===== src/drive_input_regs.svh =====
// Register offsets, reset values and function codes for the terminal decoder.
// Assumes an APB slave with 32-bit data, one aligned word per register.
//
// Notes on behaviour
// - Mode 0: terminal one closed runs forward, terminal two closed runs reverse.
// - Mode 1: terminal one is run/stop, terminal two open forward, closed reverse.
// - Three wiring modes; mode 2 starts on terminal one, stops on terminal three open.
// - Function code 0 has no effect on operation.
// - Codes 1 to 4 are the four step-speed select bits.
// - Code 5 acts like the keypad reset key.
// - Code 6 holds output speed by suspending the ramps.
// - Code 7 selects one of two ramp time sets.
// - Code 8 jog assignment is accepted only while the motor is stopped.
// - Code 9 blocks output; release triggers speed search then acceleration.
// - Codes 10 and 11 raise or lower frequency; both together halt change.
// - Each clock with a code-12 input event increments the counter by one until it saturates at full count.
// - Code 13 clears the counter and inhibits counting while active.
// - Code 14 is an external fault input.
// - Code 15 disables the closed-loop regulator while on.
// - Code 16 stops output to coast; a later change restarts from zero.
// - Code 17 locks all parameters against writes.
// - Codes 18 to 20 select run-command source; default source setting disabled.
// - Code 21 sets direction with top priority when restriction setting is zero.
// - Code 22 selects second frequency source when on.
// - Codes 23 and 24 stop forward or reverse running respectively.
// - Code 25 switches pump operation between hand and automatic mode.
// - Codes 5 and 12 are falling-edge triggered; codes 9 and 16 act on the level and also pulse on release; the other programmable codes act on the level.
`ifndef DRIVE_INPUT_REGS_SVH
`define DRIVE_INPUT_REGS_SVH

// ==========================================================
// Register offsets
`define REG_TERM3_CODE 8'h00
`define REG_TERM_STRIDE 8'h04
`define REG_WIRING_MODE 8'h10
`define REG_DRIVE_CONFIG 8'h14
`define REG_TERM_STATUS 8'h18
`define REG_COUNTER 8'h1c

// ==========================================================
// Reset values
`define RST_TERM3_CODE 8'h01
`define RST_TERM4_CODE 8'h02
`define RST_TERM5_CODE 8'h03
`define RST_TERM6_CODE 8'h04
`define RST_WIRING_MODE 2'h0
`define RST_DEFAULT_SOURCE 2'h0

// ==========================================================
// Field positions in the drive configuration register
`define CFG_SOURCE_LSB 0
`define CFG_DIR_RESTRICT_BIT 2

// ==========================================================
// Function codes
`define FN_COUNT 26
`define FN_JOG 8'h08
`define FN_RESET 5
`define FN_RAMP_HOLD 6
`define FN_RAMP_SET 7
`define FN_JOG_BIT 8
`define FN_BASE_BLOCK 9
`define FN_UP 10
`define FN_DOWN 11
`define FN_COUNT_TRIG 12
`define FN_COUNT_CLR 13
`define FN_EXT_FAULT 14
`define FN_REG_OFF 15
`define FN_SHUTOFF 16
`define FN_LOCK 17
`define FN_SRC_TERM 18
`define FN_SRC_KEYPAD 19
`define FN_SRC_COMM 20
`define FN_DIRECTION 21
`define FN_SECOND_FREQ 22
`define FN_LIMIT_FWD 23
`define FN_LIMIT_REV 24
`define FN_PUMP_MODE 25

`endif


===== src/drive_input_pkg.sv =====
// Types shared by the terminal decoder files.
// Assumes nothing beyond a SystemVerilog compiler.
package drive_input_pkg;

  typedef enum logic [1:0] {
    WIRE_TWO_FWD_REV = 2'h0,
    WIRE_TWO_RUN_DIR = 2'h1,
    WIRE_THREE = 2'h2
  } wiring_mode_t;

  typedef enum logic [1:0] {
    SRC_TERMINALS = 2'h0,
    SRC_KEYPAD = 2'h1,
    SRC_COMM = 2'h2
  } cmd_source_t;

  typedef enum logic {
    LATCH_IDLE = 1'b0,
    LATCH_RUN = 1'b1
  } run_latch_t;

endpackage : drive_input_pkg


===== src/terminal_function_decode.sv =====
// One programmable terminal: maps its function code to a one-hot vector.
// Assumes the pin is synchronous to mclk; low means contact closed.
`timescale 1ns/1ps
`default_nettype none

module terminal_function_decode #(
  parameter int CODES = 26
) (
  input wire logic mclk,
  input wire logic reset_n,
  input wire logic [7:0] code,
  input wire logic pin_n,
  output logic [CODES-1:0] assigned,
  output logic [CODES-1:0] active,
  output logic [CODES-1:0] fell,
  output logic [CODES-1:0] rose
);

  logic prev_n;
  wire in_range;

  always_ff @(posedge mclk or negedge reset_n)
  begin
    if (!reset_n)
      prev_n <= 1'b1;
    else
      prev_n <= pin_n;
  end

  // Codes outside the table decode to nothing; code 0 still sets bit 0
  assign in_range = (code < 8'(CODES));
  assign assigned = in_range ? (CODES'(1) << code) : '0;
  assign active = pin_n ? '0 : assigned;
  // Closing the contact pulls the pin low: that edge is the trigger
  assign fell = (prev_n && !pin_n) ? assigned : '0;
  assign rose = (!prev_n && pin_n) ? assigned : '0;

endmodule : terminal_function_decode

`default_nettype wire


===== src/drive_input_function_decoder.sv =====
// Digital input terminal decoder of a motor drive, with APB registers.
// Assumes synchronous, debounced terminal pins; low means contact closed.
`timescale 1ns/1ps
`default_nettype none
`include "drive_input_regs.svh"

module drive_input_function_decoder #(
  parameter int COUNTER_W = 16
) (
  input wire logic mclk,
  input wire logic reset_n,
  input wire logic psel,
  input wire logic penable,
  input wire logic pwrite,
  input wire logic [7:0] paddr,
  input wire logic [31:0] pwdata,
  output logic [31:0] prdata,
  output logic pready,
  output logic pslverr,
  input wire logic input_terminal_one_n,
  input wire logic input_terminal_two_n,
  input wire logic input_terminal_three_n,
  input wire logic input_terminal_four_n,
  input wire logic input_terminal_five_n,
  input wire logic input_terminal_six_n,
  input wire logic motor_stopped,
  output logic run_forward,
  output logic run_reverse,
  output logic [3:0] step_speed_select,
  output logic fault_reset,
  output logic ramp_hold,
  output logic ramp_set_select,
  output logic jog_request,
  output logic base_block,
  output logic speed_search,
  output logic freq_up,
  output logic freq_down,
  output logic external_fault,
  output logic regulator_disable,
  output logic output_shutoff,
  output logic restart_from_zero,
  output logic param_lock,
  output logic [1:0] command_source,
  output logic second_freq_source,
  output logic pump_auto_mode,
  output logic [COUNTER_W-1:0] counter_value
);

  localparam int NF = `FN_COUNT;
  localparam logic [7:0] TERM_RST [4] = '{`RST_TERM3_CODE, `RST_TERM4_CODE,
                                          `RST_TERM5_CODE, `RST_TERM6_CODE};

  // ==========================================================
  // Programmable terminal decode
  logic [7:0] term_code [4];
  wire [3:0] prog_pin_n;
  wire [NF-1:0] t_asg [4];
  wire [NF-1:0] t_act [4];
  wire [NF-1:0] t_fell [4];
  wire [NF-1:0] t_rose [4];
  wire [NF-1:0] acc_asg [5];
  wire [NF-1:0] acc_act [5];
  wire [NF-1:0] acc_fell [5];
  wire [NF-1:0] acc_rose [5];
  wire [NF-1:0] fn_asg;
  wire [NF-1:0] fn_act;
  wire [NF-1:0] fn_fell;
  wire [NF-1:0] fn_rose;

  assign prog_pin_n = {input_terminal_six_n, input_terminal_five_n,
                       input_terminal_four_n, input_terminal_three_n};
  assign acc_asg[0] = '0;
  assign acc_act[0] = '0;
  assign acc_fell[0] = '0;
  assign acc_rose[0] = '0;

  // ==========================================================
  // APB decode
  wire setup_phase;
  wire access;
  wire wr_access;
  wire [3:0] hit_term;
  wire hit_wiring;
  wire hit_config;
  wire hit_status;
  wire hit_counter;
  wire mapped;
  wire jog_refused;
  wire wiring_bad;
  wire wr_refused;
  wire wr_ok;
  wire source_locked;

  genvar gi;
  generate
    for (gi = 0; gi < 4; gi++)
    begin : g_term
      terminal_function_decode #(.CODES(NF)) u_dec (
        .mclk(mclk),
        .reset_n(reset_n),
        .code(term_code[gi]),
        .pin_n(prog_pin_n[gi]),
        .assigned(t_asg[gi]),
        .active(t_act[gi]),
        .fell(t_fell[gi]),
        .rose(t_rose[gi])
      );
      assign acc_asg[gi+1] = acc_asg[gi] | t_asg[gi];
      assign acc_act[gi+1] = acc_act[gi] | t_act[gi];
      assign acc_fell[gi+1] = acc_fell[gi] | t_fell[gi];
      assign acc_rose[gi+1] = acc_rose[gi] | t_rose[gi];
      assign hit_term[gi] = (paddr == 8'(`REG_TERM3_CODE + gi * `REG_TERM_STRIDE));

      always_ff @(posedge mclk or negedge reset_n)
      begin
        if (!reset_n)
          term_code[gi] <= TERM_RST[gi];
        else if (wr_ok && hit_term[gi])
          term_code[gi] <= pwdata[7:0];
      end
    end
  endgenerate

  // Bit 0 is code 0 and drives nothing
  assign fn_asg = acc_asg[4] & ~NF'(1);
  assign fn_act = acc_act[4] & ~NF'(1);
  assign fn_fell = acc_fell[4];
  assign fn_rose = acc_rose[4];

  assign setup_phase = psel && !penable;
  assign access = psel && penable;
  assign wr_access = access && pwrite;
  assign hit_wiring = (paddr == `REG_WIRING_MODE);
  assign hit_config = (paddr == `REG_DRIVE_CONFIG);
  assign hit_status = (paddr == `REG_TERM_STATUS);
  assign hit_counter = (paddr == `REG_COUNTER);
  assign mapped = (|hit_term) || hit_wiring || hit_config || hit_status || hit_counter;
  // Jog may only be assigned with the motor at rest
  assign jog_refused = (|hit_term) && (pwdata[7:0] == `FN_JOG) && !motor_stopped;
  assign wiring_bad = hit_wiring && (pwdata[1:0] == 2'h3);
  assign wr_refused = param_lock || jog_refused || wiring_bad;
  assign wr_ok = wr_access && mapped && !wr_refused;
  assign source_locked = |fn_asg[`FN_SRC_COMM:`FN_SRC_TERM];
  assign pready = 1'b1;
  assign pslverr = access && (!mapped || (pwrite && wr_refused));

  // ==========================================================
  // Configuration registers
  drive_input_pkg::wiring_mode_t wiring_mode;
  drive_input_pkg::cmd_source_t default_source;
  logic dir_restrict;

  always_ff @(posedge mclk or negedge reset_n)
  begin
    if (!reset_n)
      wiring_mode <= drive_input_pkg::wiring_mode_t'(`RST_WIRING_MODE);
    else if (wr_ok && hit_wiring)
      wiring_mode <= drive_input_pkg::wiring_mode_t'(pwdata[1:0]);
  end

  always_ff @(posedge mclk or negedge reset_n)
  begin
    if (!reset_n)
    begin
      default_source <= drive_input_pkg::cmd_source_t'(`RST_DEFAULT_SOURCE);
      dir_restrict <= 1'b0;
    end
    else if (wr_ok && hit_config)
    begin
      // The default source stays frozen while a source terminal is assigned
      if (!source_locked)
        default_source <= drive_input_pkg::cmd_source_t'(pwdata[`CFG_SOURCE_LSB +: 2]);
      dir_restrict <= pwdata[`CFG_DIR_RESTRICT_BIT];
    end
  end

  // ==========================================================
  // Read data, captured in the setup phase
  wire [5:0] pin_status;
  wire [31:0] next_prdata;
  logic [1:0] cfg_src_bits;

  assign cfg_src_bits = default_source;
  assign pin_status = {prog_pin_n, input_terminal_two_n, input_terminal_one_n};
  assign next_prdata =
    hit_term[0] ? {24'h000000, term_code[0]} :
    hit_term[1] ? {24'h000000, term_code[1]} :
    hit_term[2] ? {24'h000000, term_code[2]} :
    hit_term[3] ? {24'h000000, term_code[3]} :
    hit_wiring ? {30'h00000000, wiring_mode} :
    hit_config ? {29'h00000000, dir_restrict, cfg_src_bits} :
    hit_status ? {26'h0000000, pin_status} :
    hit_counter ? 32'(counter_value) : 32'h00000000;

  always_ff @(posedge mclk or negedge reset_n)
  begin
    if (!reset_n)
      prdata <= 32'h00000000;
    else if (setup_phase && !pwrite)
      prdata <= next_prdata;
  end

  // ==========================================================
  // Run command from the wiring terminals
  drive_input_pkg::run_latch_t latch_state;
  drive_input_pkg::run_latch_t next_latch_state;
  logic t1_prev_n;
  wire a1;
  wire a2;
  wire t1_fell;
  wire stop_open;
  logic base_run;
  logic base_rev;
  wire dir_rev;
  wire blocked;
  wire next_run_forward;
  wire next_run_reverse;

  assign a1 = !input_terminal_one_n;
  assign a2 = !input_terminal_two_n;
  assign t1_fell = t1_prev_n && input_terminal_one_n == 1'b0;
  assign stop_open = input_terminal_three_n;

  always_comb
  begin
    next_latch_state = latch_state;
    case (latch_state)
      drive_input_pkg::LATCH_IDLE:
        if (t1_fell && !stop_open)
          next_latch_state = drive_input_pkg::LATCH_RUN;
      drive_input_pkg::LATCH_RUN:
        if (stop_open)
          next_latch_state = drive_input_pkg::LATCH_IDLE;
      default:
        next_latch_state = drive_input_pkg::LATCH_IDLE;
    endcase
  end

  always_ff @(posedge mclk or negedge reset_n)
  begin
    if (!reset_n)
    begin
      latch_state <= drive_input_pkg::LATCH_IDLE;
      t1_prev_n <= 1'b1;
    end
    else
    begin
      latch_state <= (wiring_mode == drive_input_pkg::WIRE_THREE) ? next_latch_state
                                                                 : drive_input_pkg::LATCH_IDLE;
      t1_prev_n <= input_terminal_one_n;
    end
  end

  always_comb
  begin
    case (wiring_mode)
      drive_input_pkg::WIRE_TWO_FWD_REV:
      begin
        // Both closed at once is contradictory and stops the drive
        base_run = a1 ^ a2;
        base_rev = a2;
      end
      drive_input_pkg::WIRE_TWO_RUN_DIR:
      begin
        base_run = a1;
        base_rev = a2;
      end
      drive_input_pkg::WIRE_THREE:
      begin
        // Opening the stop contact drops the run command at once, not a cycle after the latch
        base_run = (latch_state == drive_input_pkg::LATCH_RUN) && !stop_open;
        base_rev = a2;
      end
      default:
      begin
        base_run = 1'b0;
        base_rev = 1'b0;
      end
    endcase
  end

  // Direction terminal overrides the wiring when no restriction is set
  assign dir_rev = (fn_asg[`FN_DIRECTION] && !dir_restrict) ? fn_act[`FN_DIRECTION] : base_rev;
  assign blocked = fn_act[`FN_BASE_BLOCK] || fn_act[`FN_SHUTOFF];
  assign next_run_forward = base_run && !dir_rev && !blocked && !fn_act[`FN_LIMIT_FWD];
  assign next_run_reverse = base_run && dir_rev && !blocked && !fn_act[`FN_LIMIT_REV];

  // ==========================================================
  // Function outputs
  wire [1:0] next_source;

  assign next_source =
    fn_act[`FN_SRC_TERM] ? 2'(drive_input_pkg::SRC_TERMINALS) :
    fn_act[`FN_SRC_KEYPAD] ? 2'(drive_input_pkg::SRC_KEYPAD) :
    fn_act[`FN_SRC_COMM] ? 2'(drive_input_pkg::SRC_COMM) : 2'(default_source);

  always_ff @(posedge mclk or negedge reset_n)
  begin
    if (!reset_n)
    begin
      run_forward <= 1'b0;
      run_reverse <= 1'b0;
      step_speed_select <= 4'h0;
      fault_reset <= 1'b0;
      ramp_hold <= 1'b0;
      ramp_set_select <= 1'b0;
      jog_request <= 1'b0;
      base_block <= 1'b0;
      speed_search <= 1'b0;
      freq_up <= 1'b0;
      freq_down <= 1'b0;
      external_fault <= 1'b0;
      regulator_disable <= 1'b0;
      output_shutoff <= 1'b0;
      restart_from_zero <= 1'b0;
      param_lock <= 1'b0;
      command_source <= 2'h0;
      second_freq_source <= 1'b0;
      pump_auto_mode <= 1'b0;
    end
    else
    begin
      run_forward <= next_run_forward;
      run_reverse <= next_run_reverse;
      step_speed_select <= fn_act[4:1];
      fault_reset <= fn_fell[`FN_RESET];
      ramp_hold <= fn_act[`FN_RAMP_HOLD];
      ramp_set_select <= fn_act[`FN_RAMP_SET];
      jog_request <= fn_act[`FN_JOG_BIT];
      base_block <= fn_act[`FN_BASE_BLOCK];
      speed_search <= fn_rose[`FN_BASE_BLOCK];
      freq_up <= fn_act[`FN_UP] && !fn_act[`FN_DOWN];
      freq_down <= fn_act[`FN_DOWN] && !fn_act[`FN_UP];
      external_fault <= fn_act[`FN_EXT_FAULT];
      regulator_disable <= fn_act[`FN_REG_OFF];
      output_shutoff <= fn_act[`FN_SHUTOFF];
      restart_from_zero <= fn_rose[`FN_SHUTOFF];
      param_lock <= fn_act[`FN_LOCK];
      command_source <= next_source;
      second_freq_source <= fn_act[`FN_SECOND_FREQ];
      pump_auto_mode <= fn_act[`FN_PUMP_MODE];
    end
  end

  // ==========================================================
  // Event counter; saturates rather than wrapping to zero
  always_ff @(posedge mclk or negedge reset_n)
  begin
    if (!reset_n)
      counter_value <= '0;
    else if (fn_act[`FN_COUNT_CLR])
      counter_value <= '0;
    else if (fn_fell[`FN_COUNT_TRIG] && !(&counter_value))
      counter_value <= counter_value + COUNTER_W'(1);
  end
endmodule : drive_input_function_decoder

`default_nettype wire


===== config.mk =====
export PLATFORM = sky130hd
export DESIGN_NAME = drive_input_function_decoder
export DESIGN_NICKNAME = d
export VERILOG_FILES = /design/src/drive_input_pkg.sv /design/src/terminal_function_decode.sv /design/src/drive_input_function_decoder.sv
export VERILOG_INCLUDE_DIRS = /design/src
export SDC_FILE = /design/constraint.sdc
export NUM_CORES = 1
export LEC_CHECK = 0
export BUFFER_PORTS_ARGS = -buffer_cell sky130_fd_sc_hd__buf_2
export CORE_UTILIZATION = 35
export DETAILED_ROUTE_END_ITERATION = 10
export GPL_TIMING_DRIVEN = 0
export PLACE_DENSITY = 0.52
export SETUP_SLACK_MARGIN = 0.15
export SLEW_MARGIN = 10
export SYNTH_ARGS = -nofsm -noshare
export SYNTH_HDL_FRONTEND = slang
export SYNTH_SLANG_ARGS = --single-unit
export TNS_END_PERCENT = 50

===== constraint.sdc =====
create_clock -name mclk -period 2.6 [get_ports mclk]
set_input_delay 0.52 -clock mclk [delete_from_list [all_inputs] [get_ports mclk]]
set_output_delay 0.52 -clock mclk [all_outputs]
set_load 0.005 [all_outputs]

# Word-level counts from Yosys, hierarchy flattened
# Index checks and enable logic that the tools add are counted.
# op_classes
n_addsub	1
magnitude_cmp	4
n_eq_ne	11
shift	4
mux	36
n_bitwise	16
reduce_logical	77
# ops
op	count
$mux W26	8
$mux W16	10
$shl A1 B8 Y26 const A	4
$or A26 B26 Y26	3
$mux W17	4
$or A22 B22 Y22	3
$mux W13	4
$or A17 B17 Y17	3
$or A13 B13 Y13	3
$logic_and A1 B1 Y1	38
$eq A8 B5 Y1 const B	4
$lt A8 B5 Y1 const B	4
$eq A8 B4 Y1 const B	3
$logic_not A1 Y1	23
$add A16 B1 Y16 const B	1
$reduce_and A16 Y1	1
$eq A8 B3 Y1 const B	1
$logic_not A8 Y1	1
$logic_or A1 B1 Y1	8
$mux W2	3
$reduce_or A3 Y1	2
$mux W1	5
$eq A2 B2 Y1 const B	2
$reduce_or A4 Y1	1
8 further kinds	10
# totals
register_bits	114
inputBits	52
out_inout_bits	73
elab_cells	183

# Longest topological paths before layout
# Gate-level depths: netlist of run 1.
# logic_depth
ltp_word	11
mapped_depth	8
mapped_depth_nobuf	6

# Hierarchy
# From an unflattened synthesis of run 1, not the netlist that was laid out.
# unflattened
hier_cells	1073
hier_area_um2	9552.9
# modules_own_cells
module	n_inst	cells_each	area_per_inst_um2	seq_area_each_um2
terminal_function_decode	4	170	1247.4	26.3
drive_input_function_decoder	1	393	4563.1	2359.8

# Least setup slack after synthesis of run 1
# Ideal clock, no wire load.
# synth_timing
path_type	input to register
start	input port paddr[0]
end	register default_source[0] (netlist: cfg_src_bits[0])
setup_time_ns	0.125
t_arrival_ns	2.205
required_ns	2.475
path_slack_ns	0.270
stages	5
n_path_buf	0
path_cell_list	or4_4 > nor4_2 > o221ai_1 > a311oi_2 > mux2_2
# synth_between
elab_chain_len	10
elab_cells_between_ends	23
classes_between	7 x eq/ne; 16 x reduce/logical
# synth_lines
element	line_no	rtl
start, declared	drive_input_function_decoder.sv:15	input wire logic [7:0] paddr,
$eq A8 B3 Y1, or another cell as far along	drive_input_function_decoder.sv:112	assign hit_term[gi] = (paddr == 8'(`REG_TERM3_CODE + gi * `REG_TERM_STRIDE));
$reduce_or A4 Y1	drive_input_function_decoder.sv:137, drive_input_function_decoder.sv:139	
$logic_or A1 B1 Y1 / $logic_and A1 B1 Y1 (equally long branches) (2 in series)	drive_input_function_decoder.sv:137, drive_input_function_decoder.sv:139	
$logic_or A1 B1 Y1 (on tied branches) (2 in series)	drive_input_function_decoder.sv:137, drive_input_function_decoder.sv:141	
$logic_and A1 B1 Y1 / $logic_not A1 Y1 (equally long branches)	drive_input_function_decoder.sv:142	assign wr_ok = wr_access && mapped && !wr_refused;
$logic_and A1 B1 Y1	drive_input_function_decoder.sv:142	
$logic_and A1 B1 Y1 *	drive_input_function_decoder.sv:168	else if (wr_ok && hit_config)
$reduce_and A2 Y1 (no line) *	n/a	
end signal, assigned	drive_input_function_decoder.sv:165	default_source <= drive_input_pkg::cmd_source_t'(`RST_DEFAULT_SOURCE);
end signal, assigned	drive_input_function_decoder.sv:172	default_source <= drive_input_pkg::cmd_source_t'(pwdata[`CFG_SOURCE_LSB +: 2]);
end, declared	drive_input_function_decoder.sv:150	drive_input_pkg::cmd_source_t default_source;
# Every way passes the cells marked *; elsewhere a longest branch is shown, timed or not.
# A chain may end at the register's enable or synchronous reset.

# Worst setup path in the final report of run 1
# layout_timing
start	register term_code[20] (netlist bit)
end	register command_source[1]
# layout_between
elab_chain_len	9
elab_cells_between_ends	10
classes_between	1 x order compare; 1 x shift; 5 x mux; 3 x bitwise
# layout_lines
element	line_no	rtl
start, declared	drive_input_function_decoder.sv:55	logic [7:0] term_code [4];
start signal, assigned by index	drive_input_function_decoder.sv:117	term_code[gi] <= TERM_RST[gi];
start signal, assigned by index	drive_input_function_decoder.sv:119	term_code[gi] <= pwdata[7:0];
$lt A8 B5 Y1 / $shl A1 B8 Y26 (equally long branches)	terminal_function_decode.sv:31, terminal_function_decode.sv:32	
$mux W26 *	terminal_function_decode.sv:32	assign assigned = in_range ? (CODES'(1) << code) : '0;
$mux W26 *	terminal_function_decode.sv:33	assign active = pin_n ? '0 : assigned;
$or A26 B26 Y26 * (3 in series)	drive_input_function_decoder.sv:109	assign acc_act[gi+1] = acc_act[gi] | t_act[gi];
$mux W2	drive_input_function_decoder.sv:295	fn_act[`FN_SRC_COMM] ? 2'(drive_input_pkg::SRC_COMM) : 2'(default_source);
$mux W2	drive_input_function_decoder.sv:294	fn_act[`FN_SRC_KEYPAD] ? 2'(drive_input_pkg::SRC_KEYPAD) :
$mux W2 *	drive_input_function_decoder.sv:293	fn_act[`FN_SRC_TERM] ? 2'(drive_input_pkg::SRC_TERMINALS) :
via next_source[1]	drive_input_function_decoder.sv:290	wire [1:0] next_source;
end signal, assigned	drive_input_function_decoder.sv:339	command_source <= next_source;
end, declared	drive_input_function_decoder.sv:43	output logic [1:0] command_source,
# The timed path passes the listed nets; every way through them passes the cells marked *.

==> run_results.csv, run 1 <==
group,metric,value,unit
floorplan,rows,47,
worst_setup_path,r2r_slack,0.15,ns
global_route,globalRouteTotalUtil,26.5,%
global_route,grt_pass1_wl,34.8,mm
global_route,grt_start_max_net_pins,64,
timing,max_slew_margin,31.2,%
logic_synthesis,synth.top_cell.area_share,36.5,%
cells_and_area,finish.utilization,44.2,%
logic_synthesis,synth_area,0.00603,mm²
cells_and_area,final_cell_mix,"86 x dfrtp_1, 83 x buf_2, 58 x nand2_1",
logic_synthesis,synth-edff-count,0,
power,clkPwrFrac,41.6,%
worst_setup_path,crit-reg2reg-launch,"term_code[20]$_DFFE_PN0P_",
routing,wl_met1,10.2,mm
worst_setup_path,cp.arrival,2.71,ns
placement,routabilityCongestion,0.976,
cts,clockRootBuffer,"clkbuf_16",
timing,tns,0,ns
routing,viasPerCell,5.95,
floorplan,initial_utilization,36.1,%
placement,pre_cts_ws,-0.418,ns
floorplan,dieArea,0.0177,mm²
timing,hold_viol,0,
routing,dr.pass1.iters,5,
global_route,grt_pass1_vias,5553,
timing,finalCritPeriodShare,94.4,%
cts,clock-sinks,98,
cts,numCtsBuffers,9,
routing,wl_met2,10.8,mm
global_route,gr-total-overflow,0,
timing,slew_viol_final,0,
timing,worst_slack,0.146,ns
logic_synthesis,ys_types,70,
worst_setup_path,worstPathCellList,"nor3b_2 -> nand2_1 -> o32a_1 -> o2111a_1 -> nor3b_1",
logic_synthesis,synthFlopType,"dfrtp_1",
cells_and_area,final_common_cell,"dfrtp_1",
power,p_seq_share,48.4,%
routing,postRouteAntennaNets,0,
floorplan,die_w,133,µm
timing,holdWs,0.115,ns
global_route,antenna_found_initial,0,
worst_setup_path,rr_endpoint,"command_source[1]$_DFF_PN0_",
worst_setup_path,endpoint_kind,"flop",
worst_setup_path,crit_type,"flop to flop",
worst_setup_path,crit_end,"command_source[1]$_DFF_PN0_",
timing,tightest_slew,1.02,ns
timing,min_period,2.45,ns
placement,io_buffers,79,
cts,h-tree-depth,3,
cts,cts_tree,"built",
routing,route.met3.wl,1.21,mm
routing,routed_wl,23.3,mm
cells_and_area,n_antenna_cell,0,
floorplan,io_pins,125,
routing,drc_errors,0,
logic_synthesis,syn_inst,630,
floorplan,fp.dieH,133,µm
logic_synthesis,synth_area_leader_cell,"dfrtp_1",
power,combPwrFrac,10.0,%
power,peakVddDrop,0.301,mV
min_path,min_path_type,"primary input to async pin",
worst_setup_path,cp_max_fo,6,
timing,fin_skew,0.00884,ns
run,cap_violations,0,
cts,cts_hold_buf,0,
logic_synthesis,synth_area_leaders,"dfrtp_1 37%, nand4_1 4.7%, dfstp_2 4.4%",
timing,max_clock_freq,0.408,GHz
logic_synthesis,synth_seq_cells,98,
timing,rsz0062_at_grt,"true",
status,status,"complete, no violations",
routing,routedWlPerCell,23.9,µm
routing,top_layer,"met4",
cts,clk-insertion-delay-late,0.35,ns
worst_setup_path,reg2reg_depth,5,
logic_synthesis,ys_seq_area_share,40.9,%
placement,place_hpwl,17.3,mm
worst_setup_path,slowest_delay,0.67,ns
power,p_leak,3.30,nW
power,p_sw_share,28.2,%
cts,clock_path_buffers,2,
cts,clk_pin_slew,0.08,ns
power,internal_power,2.33,mW
worst_setup_path,critical_path.slowest_cell,"nor3b_2",
floorplan,coreArea,0.0167,mm²
routing,num_vias,5805,
worst_setup_path,cp-start-kind,"flop",
routing,drtIter0Drc,519,
cells_and_area,area_growth,22.5,%
worst_setup_path,required,2.86,ns
timing,report.final.setup_viol,0,
logic_synthesis,async_flop_share,100,%
power,cellPowerDensity,441,mW/mm²
cells_and_area,layout.nets,804,
logic_synthesis,avgSynthCellArea,9.56,µm²
logic_synthesis,ys.warnings.count,0,
cells_and_area,drive_above_1_share,30.2,%
worst_setup_path,crit_start,"term_code[20]$_DFFE_PN0P_",
power,switchingPower,0.918,mW
[synthesized netlist by cell type (all sizes together), types with 3 or more instances]
cell / n
a211oi: 3
a21oi: 36
a221o: 6
a22o: 8
a22oi: 6
a31oi: 3
and2: 11
and3: 7
buf: 28
clkbuf: 22
dfrtp: 88
dfstp: 10
inv: 7
mux2: 37
mux2i: 11
nand2: 58
nand2b: 8
nand3: 21
nand3b: 4
nand4: 45
nand4b: 3
nor2: 29
nor2b: 26
nor3: 18
nor3b: 10
nor4: 15
nor4b: 3
o211ai: 3
o21a: 4
o21ai: 15
o221ai: 6
o22a: 4
o22ai: 12
o31ai: 10
or3: 11
or4: 11
[sequential cells by signal, summed over array words and instances, names as in the netlist, 2 cells and up]
| signal | flops |
|---|---|
| wiring_mode | 2 |
| step_speed_select | 4 |
| counter_value | 16 |
| command_source | 2 |
| term_code | 32 |
| g_term.u_dec.prev_n | 4 |
| prdata | 16 |
| cfg_src_bits | 2 |
[metrics by stage]
step                power, mW  area, µm²  instances
floorplan                1.75       6080        645
global placement         1.89       6750        944
detailed placement       1.90       6810        946
CTS                      3.25       7180        963
global route             3.37       7380        976
finish                   3.25       7380        976
[logic make-up after synthesis]
| logic type | count (synthesis) | synth area share [%] |
|---|---|---|
| DFF | 98 | 40.9 |
| muxes | 48 | 9.74 |
| and+or+nand+nor | 287 | 27.9 |
| buffers and inverters | 57 | 5.09 |
| adders and majority gates | 1 | 0.208 |
| other | 2 | 0.125 |
| AOI/OAI and AO/OA | 136 | 15.9 |
| xor gates and xnor gates | 1 | 0.145 |
[area by class of cell]
cell class | instances | area [µm²]
fill | 1661 | 9320
inverter | 7 | 26.3
buffer | 50 | 294
clock inverter | 7 | 58.8
clock buffer | 9 | 225
multi-input combinational | 490 | 3500
timing repair buffer | 95 | 538
sequential | 98 | 2470
tap | 220 | 275
[routing by layer]
layer,global-route usage [%],vias up
li1,-,2625
met1,35.3,2859
met2,41.7,268
met3,4.03,53
met4,13.4,0
met5,0,-
[critical path: cells and delay by family, from the launching register on]
kind / cells / cell delay [ns]
AOI/OAI and AO/OA: 2 / 0.58
DFF: 1 / 0.55
and+or+nand+nor: 3 / 1.22
[power by group through the flow]
stage | clock (mW) | combinational, mW | sequential (mW)
floorplan | 0 | 0.158 | 1.59
global placement | 0 | 0.296 | 1.60
detailed placement | 0 | 0.301 | 1.60
CTS | 1.38 | 0.308 | 1.57
global route | 1.44 | 0.352 | 1.58
finish | 1.35 | 0.326 | 1.57
[what timing repair did]
item                       4_1_cts  5_1_grt
setup buffers                    1       13
pin swaps                        1        6
setup endpoints to repair       32       31
gates resized for setup         20       20
[how the worst min path moves through the flow]
| stage | slack, ns | end | cells past startpoint | startpoint |
|---|---|---|---|---|
| after floorplan | 0.22 | base_block$_DFF_PN0_ | 0 | reset_n |
| after global placement | 0.46 | prdata[7]$_DFFE_PN0P_ | 1 | prdata[7]$_DFFE_PN0P_ |
| after detailed placement | 0.47 | prdata[7]$_DFFE_PN0P_ | 1 | prdata[7]$_DFFE_PN0P_ |
| after CTS | 0.13 | run_forward$_DFF_PN0_ | 1 | reset_n |
| after global routing | 0.15 | run_forward$_DFF_PN0_ | 1 | reset_n |
| final | 0.11 | run_forward$_DFF_PN0_ | 1 | reset_n |
(Power assumes the default switching activity.)
==> run 2: changes to the inputs <==
Settings changed: CORE_MARGIN set to 1.5.
==> run_results.csv, run 2 (same netlist as run 1, synthesis figures left out) <==
group,metric,value,unit
status,status,"complete, no violations",
timing,fin_skew,0.00758,ns
worst_setup_path,r2r_slack,0.15,ns
worst_setup_path,crit_type,"primary input to flop",
worst_setup_path,rr_endpoint,"cfg_src_bits[0]$_DFFE_PN0P_",
timing,max_clock_freq,0.406,GHz
floorplan,rows,47,
timing,tightest_slew,1.07,ns
power,combPwrFrac,10.0,%
cells_and_area,drive_above_1_share,29.8,%
cts,clk_pin_slew,0.08,ns
cells_and_area,layout.nets,800,
cells_and_area,n_fill_cell,1710,
power,clkPwrFrac,41.4,%
timing,hold_viol,0,
cts,clockRootBuffer,"clkbuf_16",
placement,io_buffers,79,
min_path,min_path_type,"primary input to async pin",
timing,max_slew_margin,28.4,%
routing,routed_wl,23.4,mm
cells_and_area,regMostFlops,"term_code",
worst_setup_path,cp-start-kind,"primary input",
placement,pre_cts_ws,-0.349,ns
routing,num_vias,5850,
floorplan,die_w,134,µm
cells_and_area,finish.utilization,44.0,%
timing,min_period,2.47,ns
power,p_seq_share,48.7,%
power,switchingPower,0.903,mW
cells_and_area,final_cell_mix,"86 x dfrtp_1, 83 x buf_2, 58 x nand2_1",
timing,holdWs,0.121,ns
routing,drc_errors,0,
power,p_sw_share,27.9,%
floorplan,io_pins,125,
cts,numCtsBuffers,9,
run,cap_violations,0,
cts,cts_tree,"built",
cells_and_area,largest_reg_flops,32,
power,peakVddDrop,0.314,mV
global_route,antenna_found_initial,0,
power,p_leak,3.28,nW
power,p_total,3.23,mW
routing,viasPerCell,6.02,
timing,worst_slack,0.135,ns
power,cellPowerDensity,440,mW/mm²
cts,clk-insertion-delay-late,0.36,ns
cells_and_area,area_growth,22.0,%
worst_setup_path,reg2reg_depth,5,
worst_setup_path,cp.arrival,2.71,ns
global_route,grt_pass1_wl,35.1,mm
cts,clock_path_buffers,2,
timing,report.final.setup_viol,0,
worst_setup_path,endpoint_kind,"flop",
routing,postRouteAntennaNets,0,
power,internal_power,2.33,mW
global_route,gr-total-overflow,0,
worst_setup_path,critical_path.slowest_cell,"nor4_2",
timing,slew_viol_final,0,
cts,clock-sinks,98,
floorplan,coreArea,0.0167,mm²
worst_setup_path,worstPathCellList,"buf_2 -> or4_4 -> nor4_2 -> o221ai_1 -> a311oi_2 -> mux2_2",
timing,finalCritPeriodShare,94.8,%
routing,routedWlPerCell,24.1,µm
cts,h-tree-depth,3,
routing,dr.pass1.iters,5,
floorplan,initial_utilization,36.1,%
global_route,grt_start_max_net_pins,61,
worst_setup_path,slowest_delay,0.55,ns
global_route,grt_pass1_vias,5620,
global_route,globalRouteTotalUtil,26.3,%
worst_setup_path,cp_max_fo,3,
cells_and_area,largestRegisters,"term_code: 32 flops, counter_value: 16 flops, prdata: 16 flops",
cells_and_area,final_common_cell,"dfrtp_1",
worst_setup_path,required,2.85,ns
timing,rsz0062_at_grt,"true",
placement,routabilityCongestion,1.01,
routing,drtIter0Drc,571,
cells_and_area,n_antenna_cell,0,
floorplan,fp.dieH,134,µm
placement,place_hpwl,17.3,mm
floorplan,dieArea,0.0180,mm²
worst_setup_path,crit-reg2reg-launch,"param_lock$_DFF_PN0_",
## run 2: cell count changes in the layout (fill, tap and decap cells not counted), sizes merged
| cell | before | now |
|---|---|---|
| buf | 123 | 119 |
| clkinv | 2 | 3 |
| inv | 11 | 10 |
## run 2: stage by stage
| stage | instances | instance area [µm²] | setup TNS, ns |
|---|---|---|---|
| 6_report | 972 | 7350 | 0 |
| 5_1_grt | 972 | 7350 | 0 |
| 4_1_cts | 963 | 7240 | 0 |
| 3_5_place_dp | 946 | 6810 | -4.63 |
| 3_3_place_gp | 944 | 6750 | -11.54 |
| 2_1_floorplan | 645 | 6080 | 0 |
## run 2: how the worst max path moves through the flow
stage | start | to | slack, ns
floorplan | paddr[0] | cfg_src_bits[0]$_DFFE_PN0P_ | 0.27
global placement | input_terminal_four_n | fault_reset$_DFF_PN0_ | -0.62
detailed placement | term_code[14]$_DFFE_PN0P_ | counter_value[11]$_DFFE_PN0P_ | -0.35
CTS | term_code[7]$_DFFE_PN0P_ | step_speed_select[2]$_DFF_PN0_ | 0.14
global route | paddr[3] | pslverr | 0.05
finish | paddr[6] | cfg_src_bits[0]$_DFFE_PN0P_ | 0.13
## run 2: critical path, delay by kind of cell
family	cells	cell delay, ns
buffers and inverters	1	0.10
AND/OR/NAND/NOR	2	1.09
multiplexers	1	0.38
AO/OA/AOI/OAI	2	0.63
## run 2: power by group through the flow
| stage | clock, mW | sequential, mW | combinational [mW] |
|---|---|---|---|
| 2_1_floorplan | 0 | 1.59 | 0.158 |
| 6_report | 1.34 | 1.57 | 0.323 |
| 4_1_cts | 1.37 | 1.57 | 0.309 |
| 5_1_grt | 1.44 | 1.58 | 0.348 |
| 3_5_place_dp | 0 | 1.60 | 0.300 |
| 3_3_place_gp | 0 | 1.60 | 0.293 |
## run 2: what timing repair did
action / CTS / global route
pin swaps: 2 / 4
hold buffers: 0 / 0
setup buffers: 1 / 9
resized for setup: 29 / 10
setup endpoints to repair: 32 / 26
hold endpoints to repair: 0 / 0
## run 2: final cells by class
cell class              instances  area [µm²]  area share [%]
plain buffers                  50         289            3.93
clock buffers                   9         225            3.06
clock inverters                 7        61.3           0.834
inverters                       7        26.3           0.357
multi-input cells             490        3500            47.6
flip-flops and latches         98        2470            33.6
well taps                     220         275            3.74
repair buffers                 91         508            6.91
## run 2: routing by layer
metal | vias up | GRT usage, % | routed length (µm)
li1 | 2615 | - | -
met1 | 2880 | 35.2 | 10300
met2 | 303 | 42.2 | 11000
met3 | 52 | 3.10 | 1180
met4 | 0 | 13.0 | 859
met5 | - | 0 | 0
==> run 3: changes to the inputs <==
Settings changed: CORE_ASPECT_RATIO set to 0.9, REMOVE_ABC_BUFFERS set to 1, SLEW_MARGIN 10 to not set.
==> run_results.csv, run 3 (same netlist as run 1, synthesis figures left out) <==
group,metric,value,unit
cells_and_area,finish.utilization,41.3,%
timing,tightest_slew,1.09,ns
global_route,grt_start_max_net_pins,55,
cts,clk-insertion-delay-late,0.36,ns
power,internal_power,2.46,mW
cts,clk_pin_slew,0.07,ns
routing,drc_errors,0,
floorplan,rows,45,
cells_and_area,largest_reg_flops,32,
placement,io_buffers,83,
power,p_sw_share,25.1,%
worst_setup_path,crit_type,"primary input to flop",
worst_setup_path,crit-reg2reg-launch,"term_code[29]$_DFFE_PN0P_",
timing,fin_skew,0.0106,ns
power,clkPwrFrac,43.5,%
placement,routabilityCongestion,0.946,
min_path,min_path_type,"primary input to async pin",
global_route,grt_pass1_vias,5374,
cts,numCtsBuffers,9,
worst_setup_path,crit_family,"simple AND/OR/NAND/NOR gates",
power,p_leak,3.09,nW
timing,report.final.setup_viol,0,
worst_setup_path,worstPathCellList,"buf_2 -> or4_4 -> nor4_4 -> o221ai_1 -> a311oi_2 -> mux2_2",
global_route,grt_pass1_wl,32.8,mm
cells_and_area,final_cell_mix,"88 x dfrtp_1, 80 x buf_2, 57 x nand2_1",
worst_setup_path,crit_start,"paddr[0]",
floorplan,dieArea,0.0180,mm²
routing,routedWlPerCell,23.7,µm
timing,finalCritPeriodShare,91.5,%
timing,hold_viol,0,
routing,num_vias,5599,
cells_and_area,regMostFlops,"term_code",
cells_and_area,drive_above_1_share,25.6,%
floorplan,io_pins,125,
power,peakVddDrop,0.390,mV
power,p_seq_share,48.0,%
floorplan,die_w,141,µm
global_route,globalRouteTotalUtil,24.2,%
worst_setup_path,cp.arrival,2.62,ns
power,p_total,3.29,mW
worst_setup_path,required,2.85,ns
worst_setup_path,slowest_delay,0.59,ns
cells_and_area,largestRegisters,"term_code: 32 flops, counter_value: 16 flops, prdata: 16 flops",
routing,drtIter0Drc,459,
placement,dp_cells,891,
routing,viasPerCell,6.17,
floorplan,fp.dieH,127,µm
placement,place_hpwl,15.8,mm
power,combPwrFrac,8.5,%
timing,tns,0,ns
timing,min_period,2.38,ns
timing,worst_slack,0.222,ns
floorplan,coreArea,0.0168,mm²
worst_setup_path,critical_path.slowest_cell,"or4_4",
cells_and_area,area_growth,15.3,%
timing,slew_viol_final,0,
routing,routed_wl,21.5,mm
timing,max_slew_margin,27.1,%
cts,cts_hold_buf,0,
cts,h-tree-depth,3,
power,switchingPower,0.823,mW
timing,max_clock_freq,0.420,GHz
run,cap_violations,0,
placement,pre_cts_ws,-0.387,ns
worst_setup_path,cp.buffers_inverters,1,
cts,clockRootBuffer,"clkbuf_16",
global_route,gr-total-overflow,0,
timing,rsz0062_at_grt,"true",
floorplan,initial_utilization,35.8,%
routing,postRouteAntennaNets,0,
cells_and_area,final_cells,907,
worst_setup_path,cp_max_fo,5,
cts,clock-sinks,98,
cells_and_area,n_antenna_cell,0,
power,cellPowerDensity,473,mW/mm²
worst_setup_path,cp-start-kind,"primary input",
routing,dr.pass1.iters,5,
worst_setup_path,r2r_slack,0.23,ns
status,status,"complete, no violations",
cts,clock_path_buffers,2,
global_route,antenna_found_initial,0,
cells_and_area,layout.nets,744,
worst_setup_path,endpoint_kind,"flop",
cts,cts_tree,"built",
cells_and_area,final_common_cell,"dfrtp_1",
cells_and_area,n_fill_cell,1645,
## run 3: layer usage
| metal | global-route usage [%] | vias up | share of wire (%) |
|---|---|---|---|
| met3 | 3.52 | 49 | 5.2 |
| met5 | 0 | - | 0 |
| met2 | 36.4 | 239 | 45 |
| met4 | 9.99 | 0 | 3.3 |
| met1 | 34.8 | 2806 | 47 |
| li1 | - | 2505 | - |
## run 3: layout make-up
type / instances / area, µm² / area share (%)
sequential: 98 / 2460 / 35.5
clock inverter: 3 / 46.3 / 0.666
tap: 211 / 264 / 3.80
multi-input combinational: 490 / 3420 / 49.2
timing repair buffer: 85 / 458 / 6.59
inverter: 7 / 26.3 / 0.378
clock buffer: 13 / 270 / 3.89
## run 3: power groups by stage
stage	sequential [mW]	combinational, mW	clock, mW
2_1_floorplan	1.59	0.118	0
3_3_place_gp	1.60	0.262	0
3_5_place_dp	1.60	0.271	0
4_1_cts	1.57	0.276	1.46
5_1_grt	1.58	0.304	1.53
6_report	1.58	0.279	1.43
## run 3: through the flow
stage	instance area [µm²]	hold slack, ns
5_1_grt	6950	0.227
6_report	6950	0.178
3_3_place_gp	6480	0.465
3_5_place_dp	6530	0.465
2_1_floorplan	5800	0.224
4_1_cts	6920	0.194
## run 3: timing repair
action                                  4_1_cts  5_1_grt
endpoints found under the setup margin       27       18
gates resized for setup                      13        6
cloned                                        0        0
pin swaps                                     0        0
setup buffers                                 0        0
## run 3: path summary, 6_finish.rpt
kind / to / cells after the start
max in group asynchronous: term_code[2]$_DFFE_PN1P_ / 2
setup / recovery: cfg_src_bits[1]$_DFFE_PN0P_ / 6
min in group mclk: t1_prev_n$_DFF_PN1_ / 1
hold reg to reg: prdata[0]$_DFFE_PN0P_ / 2
setup reg to reg: counter_value[6]$_DFFE_PN0P_ / 5
hold / removal: ramp_hold$_DFF_PN0_ / 1
